<file path="config.mk">
export PLATFORM = sky130hd
export DESIGN_NAME = prs_sequencer
export DESIGN_NICKNAME = d
export VERILOG_FILES = /design/src/prs_pkg.sv /design/src/prs_delay_timer.sv /design/src/prs_sequencer.sv
export VERILOG_INCLUDE_DIRS = /design/src /design/src/src
export SDC_FILE = /design/constraint.sdc
export NUM_CORES = 1
export LEC_CHECK = 0
export BUFFER_PORTS_ARGS = -buffer_cell sky130_fd_sc_hd__buf_2
export CORE_UTILIZATION = 56
export CTS_BUF_LIST = sky130_fd_sc_hd__clkbuf_4
export CTS_CLUSTER_DIAMETER = 100
export CTS_CLUSTER_SIZE = 24
export DETAILED_ROUTE_END_ITERATION = 16
export PLACE_DENSITY = 0.73
export REMOVE_ABC_BUFFERS = 1
export SLEW_MARGIN = 20
export SYNTH_ARGS = -nofsm -noshare
export SYNTH_HDL_FRONTEND = slang
export SYNTH_SLANG_ARGS = --single-unit
</file>
<file path="constraint.sdc">
create_clock -name clk_sys -period 5 [get_ports clk_sys]
set_input_delay 1 -clock clk_sys [delete_from_list [all_inputs] [get_ports clk_sys]]
set_output_delay 1 -clock clk_sys [all_outputs]
set_load 0.01 [all_outputs]
</file>
<file path="src/prs_consts.svh">
`ifndef PRS_CONSTS_SVH
`define PRS_CONSTS_SVH
// ==========================================================
// timing figures, as printed, and clock rate
`define PRS_CLK_HZ 10000000
`define PRS_SYS_DELAY_MS 10
`define PRS_CORE_DELAY_MS 125
`define PRS_RELEASE_DELAY_MS 125
`define PRS_EXT_OSC_DELAY_MS 3000
`define PRS_MS_TO_CYC(ms) ((ms) * (`PRS_CLK_HZ / 1000))
// timer width, enough for 3000 ms at 10 MHz (3e7 cycles)
`define PRS_TMR_W 32
`endif

</file>
<file path="src/prs_pkg.sv">
package prs_pkg;
  typedef enum logic [2:0] {
    PRS_OFF = 3'b000,
    PRS_WAIT_REL = 3'b001,
    PRS_SYS_DLY = 3'b010,
    PRS_CORE_DLY = 3'b011,
    PRS_REL_DLY = 3'b100,
    PRS_HOLD_FAULT = 3'b101,
    PRS_RUN = 3'b110
  } prs_state_t;
  // pins driven by the sequencer
  typedef struct packed {
    logic batteryPowerOut;
    logic systemSupplyEnable;
    logic coreSupplyEnable;
    logic resetIndicatorOutN;
  } prs_pins_t;
endpackage

</file>
<file path="src/prs_delay_timer.sv">
`timescale 1ns/1ps
`include "prs_consts.svh"
// ==========================================================
// delay timer: load a count, raise expired when it runs out and hold it
module prs_delay_timer (
  // clock and reset
  input wire logic clk_sys,
  input wire logic rst,
  // control
  input wire logic load,
  input wire logic [`PRS_TMR_W-1:0] loadVal,
  // status
  output logic expired
);
  logic [`PRS_TMR_W-1:0] count_r;
  logic running_r;

  // count down; expired holds once reached, until the next load
  always_ff @(posedge clk_sys) begin
    if (rst) begin
      count_r <= '0;
      running_r <= 1'b0;
      expired <= 1'b0;
    end else if (load) begin
      count_r <= loadVal;
      running_r <= 1'b1;
      expired <= 1'b0;
    end else if (running_r) begin
      if (count_r <= `PRS_TMR_W'(1)) begin
        running_r <= 1'b0;
        expired <= 1'b1;
      end else begin
        count_r <= count_r - `PRS_TMR_W'(1);
      end
    end
  end
endmodule

</file>
<file path="src/prs_sequencer.sv">
`timescale 1ns/1ps
`include "prs_consts.svh"
// Operation
// battery supply detected starts power-on reset
// full reset state, only at first power
// controller holds hard reset 10 ms after battery
// assert battery power out and reset indicator
// battery fault low blocks sequencing start
// system enable 10 ms after release, indicator 0
// I/O rail first, all within 125 ms
// core enable 125 ms after system enable
// core rails up within 125 ms
// supply fault released within 120 ms
// sample supply fault after both timers expire
// release indicator 125 ms after core enable
// external oscillator waits 3000 ms instead
// supply fault still low keeps reset held
module prs_sequencer #(
  // figures in clk_sys cycles; a bench may pass much smaller ones
  // to keep runs short, the order of events stays the same
  parameter int unsigned SYS_DLY_CYC = `PRS_MS_TO_CYC(`PRS_SYS_DELAY_MS),
  parameter int unsigned CORE_DLY_CYC = `PRS_MS_TO_CYC(`PRS_CORE_DELAY_MS),
  parameter int unsigned REL_DLY_CYC = `PRS_MS_TO_CYC(`PRS_RELEASE_DELAY_MS),
  parameter int unsigned EXT_OSC_DLY_CYC = `PRS_MS_TO_CYC(`PRS_EXT_OSC_DELAY_MS)
) (
  // clock and reset
  input wire logic clk_sys,
  input wire logic rst,
  // inputs from the power-control subsystem
  input wire logic backup_battery_supply,
  input wire logic hard_reset_in_n,
  input wire logic main_battery_fault_n,
  input wire logic supply_fault_n,
  input wire logic clock_request_indicator,
  // supply and reset outputs
  output logic battery_power_out,
  output logic system_supply_enable,
  output logic core_supply_enable,
  output logic reset_indicator_out_n,
  // status
  output prs_pkg::prs_state_t seqState,
  output logic runMode
);
  prs_pkg::prs_state_t state_r;
  prs_pkg::prs_state_t state_nxt;
  prs_pkg::prs_pins_t pins_r;
  prs_pkg::prs_pins_t pins_nxt;
  logic poweredOnce_r;
  logic sysLoad;
  logic coreLoad;
  logic [`PRS_TMR_W-1:0] sysVal;
  logic sysExpired;
  logic coreExpired;
  logic coreTmrDone_r;
  logic startOk;
  logic faultSampleOk;
  logic hardResetLost;
  logic batteryGone;

  // ==========================================================
  // delay timers
  // both count clk_sys cycles; expired stands until reloaded
  // system delay: short figure, or the long settle of an outside oscillator
  prs_delay_timer uSysTimer (
    .clk_sys(clk_sys),
    .rst(rst),
    .load(sysLoad),
    .loadVal(sysVal),
    .expired(sysExpired)
  );

  // one timer serves both the core enable delay and the release delay
  // trade-off: a second counter saved, at the cost of coreTmrDone_r
  prs_delay_timer uCoreTimer (
    .clk_sys(clk_sys),
    .rst(rst),
    .load(coreLoad),
    .loadVal(state_r == prs_pkg::PRS_SYS_DLY ? `PRS_TMR_W'(CORE_DLY_CYC)
                                              : `PRS_TMR_W'(REL_DLY_CYC)),
    .expired(coreExpired)
  );

  // external oscillator needs a much longer settle
  assign sysVal = clock_request_indicator ? `PRS_TMR_W'(EXT_OSC_DLY_CYC)
                                          : `PRS_TMR_W'(SYS_DLY_CYC);

  // ==========================================================
  // conditions the sequence waits on
  // the sequence starts once hard reset is released and the battery flag is good, in either order
  assign startOk = hard_reset_in_n && main_battery_fault_n;

  // rail flag counts only once both delays have run out; sysExpired
  // stands from its expiry until sysLoad at the next start of the sequence
  assign faultSampleOk = sysExpired && coreTmrDone_r && coreExpired;

  // hard reset pulled after the wait is handled like a fresh one
  assign hardResetLost = !hard_reset_in_n && state_r != prs_pkg::PRS_OFF
                         && state_r != prs_pkg::PRS_WAIT_REL;

  // losing the battery is the only way back to fully unpowered
  assign batteryGone = !backup_battery_supply;

  // ==========================================================
  // sequence control
  always_comb begin
    // defaults: hold state and pins, no timer loads
    state_nxt = state_r;
    pins_nxt = pins_r;
    sysLoad = 1'b0;
    coreLoad = 1'b0;
    unique case (state_r)
      prs_pkg::PRS_OFF: begin
        pins_nxt = '{default: 1'b0};
        // only the first battery detect after being unpowered counts
        if (backup_battery_supply && !poweredOnce_r) begin
          pins_nxt.batteryPowerOut = 1'b1;
          pins_nxt.resetIndicatorOutN = 1'b0;
          state_nxt = prs_pkg::PRS_WAIT_REL;
        end
      end
      prs_pkg::PRS_WAIT_REL: begin
        // controller holds hard reset low long enough
        if (startOk) begin
          sysLoad = 1'b1;
          state_nxt = prs_pkg::PRS_SYS_DLY;
        end
      end
      prs_pkg::PRS_SYS_DLY: begin
        if (sysExpired) begin
          pins_nxt.systemSupplyEnable = 1'b1;
          coreLoad = 1'b1;
          state_nxt = prs_pkg::PRS_CORE_DLY;
        end
      end
      prs_pkg::PRS_CORE_DLY: begin
        if (coreExpired) begin
          pins_nxt.coreSupplyEnable = 1'b1;
          coreLoad = 1'b1;
          state_nxt = prs_pkg::PRS_REL_DLY;
        end
      end
      prs_pkg::PRS_REL_DLY, prs_pkg::PRS_HOLD_FAULT: begin
        // supply fault ignored until both timers have run out
        if (faultSampleOk) begin
          if (supply_fault_n) begin
            pins_nxt.resetIndicatorOutN = 1'b1;
            state_nxt = prs_pkg::PRS_RUN;
          end else begin
            state_nxt = prs_pkg::PRS_HOLD_FAULT;
          end
        end
      end
      prs_pkg::PRS_RUN: begin
        // left only through hard reset or battery loss
        state_nxt = prs_pkg::PRS_RUN;
      end
      default: begin
        state_nxt = prs_pkg::PRS_OFF;
        pins_nxt = '{default: 1'b0};
      end
    endcase
    // losing hard reset after the wait, run included, restarts the wait; supplies drop
    if (hardResetLost) begin
      state_nxt = prs_pkg::PRS_WAIT_REL;
      pins_nxt.systemSupplyEnable = 1'b0;
      pins_nxt.coreSupplyEnable = 1'b0;
      pins_nxt.resetIndicatorOutN = 1'b0;
    end
    // battery gone: back to fully unpowered
    if (batteryGone) begin
      state_nxt = prs_pkg::PRS_OFF;
      pins_nxt = '{default: 1'b0};
    end
  end

  // ==========================================================
  // registers
  // state register; sync reset parks every supply off
  always_ff @(posedge clk_sys) begin
    if (rst) begin
      state_r <= prs_pkg::PRS_OFF;
    end else begin
      state_r <= state_nxt;
    end
  end

  // output pins, reset indicator asserted from reset
  always_ff @(posedge clk_sys) begin
    if (rst) begin
      pins_r <= '{batteryPowerOut: 1'b0, systemSupplyEnable: 1'b0,
                  coreSupplyEnable: 1'b0, resetIndicatorOutN: 1'b0};
    end else begin
      pins_r <= pins_nxt;
    end
  end

  // the core timer's first expiry marks the core delay as done
  // cleared at every restart so a stale expiry is never taken
  always_ff @(posedge clk_sys) begin
    if (rst || state_r == prs_pkg::PRS_WAIT_REL) begin
      coreTmrDone_r <= 1'b0;
    end else if (state_r == prs_pkg::PRS_CORE_DLY && coreExpired) begin
      coreTmrDone_r <= 1'b1;
    end
  end

  // power-on reset happens once per battery application
  // limitation: a dip that never drops the battery flag cannot
  // start a second power-on reset, only a hard reset
  always_ff @(posedge clk_sys) begin
    if (rst || !backup_battery_supply) begin
      poweredOnce_r <= 1'b0;
    end else if (state_r == prs_pkg::PRS_WAIT_REL) begin
      poweredOnce_r <= 1'b1;
    end
  end

  // ==========================================================
  // outputs
  assign battery_power_out = pins_r.batteryPowerOut;
  assign system_supply_enable = pins_r.systemSupplyEnable;
  assign core_supply_enable = pins_r.coreSupplyEnable;
  assign reset_indicator_out_n = pins_r.resetIndicatorOutN;
  assign seqState = state_r;
  assign runMode = (state_r == prs_pkg::PRS_RUN);
endmodule

</file>
# Word level (Yosys, flattened, before mapping)
# Index checks and enable logic that the tools add are counted.
# word_totals
inputBits,7
regBits,77
out_inout_bits,8
word_cells,114
# classes
muxes,35
n_reduce_logical,35
bitwise,5
order_cmp,2
eq_ne,20
addsub,2
# op_table
cell,count
$mux 32,3
$le 32x1->1 const B,2
$sub 32x1->32 const B,2
$mux 21,3
$mux 25,1
$pmux 3 s6,1
$mux 1,16
$mux 3,5
$reduce_and 2->1,7
$ne 2x2->1 const B,6
$pmux 1 s2,5
$reduce_and 5->1,2
$reduce_or 5->1,2
$eq 3x3->1 const B,3
$ne 3x3->1 const B,3
$reduce_or 2->1,4
$logic_and 1x1->1,7
$eq 3x2->1 const B,2
$ne 3x2->1 const B,2
$reduce_or 6->1,1
$not 1->1,5
$ne 2x1->1 const B,2
$reduce_bool 2->1,2
$reduce_or 4->1,1
other kinds (9),12

# Depth between registers and ports, before layout
# logic_depth
depth_word,5
depth_mapped,8
mapped_depth_nobuf,7

# Cells and area by module
# A second synthesis with hierarchy kept.
# hier_totals
hier_cells,577
area_unflattened_um2,4784.6
# modules_own_cells
module,seq_area_each_um2,n_inst,cells_each,area_each_um2
prs_delay_timer (uCoreTimer),680.7,1,255,2134.5
prs_delay_timer (uSysTimer),680.7,1,250,2058.2
prs_sequencer,180.2,1,72,591.8

# Least setup slack after synthesis
# Ideal clock, no wire load.
# synth_timing
kind,register to register
startpoint,register uCoreTimer.count_r[24]
endpoint,register uCoreTimer.count_r[1]
stages_incl_launch_ff,8
n_path_buf,2
t_arrival_ps,2343
setup_time_ps,65
slack_ps,2592
required_ps,4935
synth_period_minus_slack_ps,2408
cell_sequence,dfxtp_1 > or4_1 > clkbuf_1 > or4_4 > buf_6 > o31ai_4 > mux2_1 > nor2_1
# synth_between
elab_chain_cells,3
# synth_lines
item,line,source
start: declaration,prs_delay_timer.sv:15,logic [`PRS_TMR_W-1:0] count_r;
start signal: assignment,prs_delay_timer.sv:25,count_r <= loadVal;
start signal: assignment,prs_delay_timer.sv:33,count_r <= count_r - `PRS_TMR_W'(1);
$le 32x1->1,prs_delay_timer.sv:29,if (count_r <= `PRS_TMR_W'(1)) begin
$not 1->1 (no line),--,
$reduce_and 2->1 (no line),--,
# No other way between the ends.
# A chain may end at the register's enable or synchronous reset.

# Worst setup path in the final report
# layout_timing
startpoint,register uCoreTimer.count_r[16]
endpoint,register uCoreTimer.count_r[1]
# The elaborated chain is that of the path after synthesis.

==> flow_summary.json <==
{
  "clock_latency_ns": 0.44,
  "r2r_cells": 5,
  "avgSynthCellArea_um2": 8.599,
  "clkTransAtPathRegs_ns": 0.12,
  "syn_inst": 463,
  "wl_mm": 8.281,
  "slew_violations": 0,
  "hold_buffers": 0,
  "rsz0062_at_grt": "false",
  "status": "finished clean",
  "synth.area.top_cells": "dfxtp_1, a21oi_1, or4_1, nor2_1, or3_1",
  "maxSlewHeadroom": 0.4421,
  "nFillCells": 613,
  "drtPass1Iterations": 4,
  "wire_per_inst_um": 14.68,
  "p_sw_frac": 0.2805,
  "cpPeakStageDelay_ns": 0.85,
  "cp.buffers_inverters": 0,
  "initial_core_util": 0.5828,
  "dpl_cell_area_um2": 4059,
  "path_max_fanout": 10,
  "async_flop_share": 0,
  "p_total_mw": 1.229,
  "drive_gt1_frac": 0.1239,
  "setup_tns_ns": 0,
  "ir_drop_uv": 148.4,
  "post-place-ws_ns": 2.109,
  "p_comb_frac": 0.125,
  "crit_chain": "or4_1, or4_1, o31ai_4, mux2_1, nor2_1",
  "grt_max_degree": 26,
  "p_int_mw": 0.8846,
  "worstHoldPathType": "reg2reg",
  "cts-root-buf": "clkbuf_4",
  "clockBufferDepth": 2,
  "worst_pin_slew_ns": 0.8348,
  "drt_iter0_markers": 157,
  "cts_tree": "built",
  "ys_seq_area_frac": 0.3872,
  "die_area_um2": 7450,
  "critical_path_class": "reg2reg",
  "dr_total_vias": 3434,
  "cpMostUsedCell": "or4_1",
  "power_frac_seq": 0.517,
  "setup_ws_ns": 2.228,
  "cp-start-kind": "flip-flop",
  "synth_top_area_frac": 0.3872,
  "fin_worst_skew_ns": 0.02878,
  "gr-usage-all-layers": 0.2312,
  "cap_viol_max_count": 0,
  "dpl.cell_count": 548,
  "area_growth_pct": 6.160,
  "fin_area_um2": 4227,
  "fp-row-count": 30,
  "die_w_um": 86.32,
  "cp-end-kind": "flip-flop",
  "synthesis.area_um2": 3981,
  "antenna_found_initial": 0,
  "clock_power_share": 0.357,
  "io_pins": 15,
  "setup_violations": 0,
  "final.min_clock_period_ns": 2.772,
  "ant_nets": 0,
  "leakagePower_nw": 1.537,
  "vias_per_cell": 6.089,
  "fmax_mhz": 360.8,
  "netSwitchingPower_mw": 0.3449,
  "min_path_cells": 2,
  "nets": 474,
  "gp_congestion": 0.8149,
  "ys_ff_latch": 77,
  "final_cell_mix": "dfxtp_1, a21oi_1, nor2_1",
  "postCtsSetupBuffers": 0,
  "yosys_warnings": 0,
  "grt_pass1_vias": 2992,
  "cts.sinks": 77,
  "crit_required_ns": 5.36,
  "h-tree-depth": 3,
  "port_buffers": 14,
  "fin_cells": 564,
  "cts.repair.resized": 0,
  "power_density_nw_per_um2": 290.9,
  "synthDistinctLibCells": 60,
  "synth_ff_type": "dfxtp_1",
  "cp_num_cells": 5,
  "fin_hold_ws_ns": 0.4882,
  "final_hold_viol_count": 0,
  "cpMaxStageDelayCell": "or4_1",
  "grt_remaining_overflow": 0,
  "synth_top_area_cell": "dfxtp_1",
  "drc_errors": 0,
  "synth-edff-count": 0,
  "dieHeight_um": 86.32,
  "multi_input_comb_area_um2": 2282,
  "dp_hpwl_mm": 5.715,
  "fin_util": 0.6187,
  "path_delay_family": "simple AND/OR/NAND/NOR gates",
  "grt_pass1_wl_mm": 13.86,
  "core_area_um2": 6832,
  "ff_latch_area_um2": 1541,
  "cts_buffers": 9,
  "diodes": 0,
  "post-route-period-util": 0.5543,
  "final_common_cell": "dfxtp_1",
  "cp.arrival_ns": 3.13
}
cell usage after synthesis (2+ instances only):
library cell and count:
nand2_1 23, o311ai_2 2, and4_1 2, o31ai_1 15
buf_6 2, nand2b_1 2, a211oi_1 4, nand3_1 6
nand4_1 4, mux2i_1 2, nor2_1 45, a2111oi_0 2
or3_1 21, inv_1 12, nor4_2 2, nor4_1 11
buf_2 3, o21ai_1 3, ha_1 4, or4_1 26
xor2_1 12, a31oi_1 14, o2111ai_1 3, o31ai_4 2
a311oi_1 2, a211o_1 2, mux2_2 2, o41ai_1 2
xnor2_1 12, o21ai_0 18, o211ai_1 9, nor2b_1 3
buf_1 2, a21oi_1 50, and3_1 2, nor3_1 10
dfxtp_1 77, or2_2 11, clkbuf_1 18
final cells by class:
class / instances / share of cell area
repair buffers: 14 / 0.01658
multi-input cells: 349 / 0.5400
inverters: 12 / 0.01066
well taps: 96 / 0.02842
clock inverters: 5 / 0.02013
flip-flops and latches: 77 / 0.3647
clock buffers: 11 / 0.01954
flip-flops by register name (all words and copies together) (netlist names):
name	count
system_supply_enable	1
reset_indicator_out_n	1
uCoreTimer.running_r	1
uSysTimer.running_r	1
uSysTimer.count_r	32
core_supply_enable	1
uCoreTimer.expired	1
uSysTimer.expired	1
coreTmrDone_r	1
poweredOnce_r	1
battery_power_out	1
uCoreTimer.count_r	32
seqState	3
kinds of logic after synthesis:
logic type / Yosys count / synth area share
and+or+nand+nor: 177 / 0.2530
AOI/OAI and AO/OA: 139 / 0.2414
DFF: 77 / 0.3872
buffers and inverters: 37 / 0.03959
xor gates and xnor gates: 24 / 0.05280
muxes: 5 / 0.01351
adders and majority gates: 4 / 0.01257
routing by layer:
metal,share of wire,GRT usage
met1,0.49,0.3106
met3,0.038,0.03143
met2,0.46,0.3788
met5,0,0
met4,0.012,0.08788
power groups by stage:
| stage | Sequential [mW] | Clock, mW | Combinational (mW) |
|---|---|---|---|
| floorplan | 0.647 | 0 | 0.110 |
| global placement | 0.649 | 0 | 0.149 |
| detailed placement | 0.650 | 0 | 0.152 |
| CTS | 0.636 | 0.446 | 0.152 |
| global route | 0.638 | 0.467 | 0.173 |
| finish | 0.636 | 0.440 | 0.154 |
worst reg2reg max path, delay by kind of cell (launching register included):
| kind | cells | cell delay, ns |
|---|---|---|
| AOI/OAI and AO/OA | 1 | 0.42 |
| DFF | 1 | 0.35 |
| muxes | 1 | 0.35 |
| and+or+nand+nor | 3 | 1.59 |
final timing paths:
kind	end	start	slack, ns
worst min register to register	poweredOnce_r	poweredOnce_r	0.49
worst max-delay path	uCoreTimer.count_r[1]	uCoreTimer.count_r[16]	2.23
worst min-delay path	poweredOnce_r	poweredOnce_r	0.49
worst max register to register	uCoreTimer.count_r[1]	uCoreTimer.count_r[16]	2.23
Note: power is estimated with default switching activity, not from simulation.
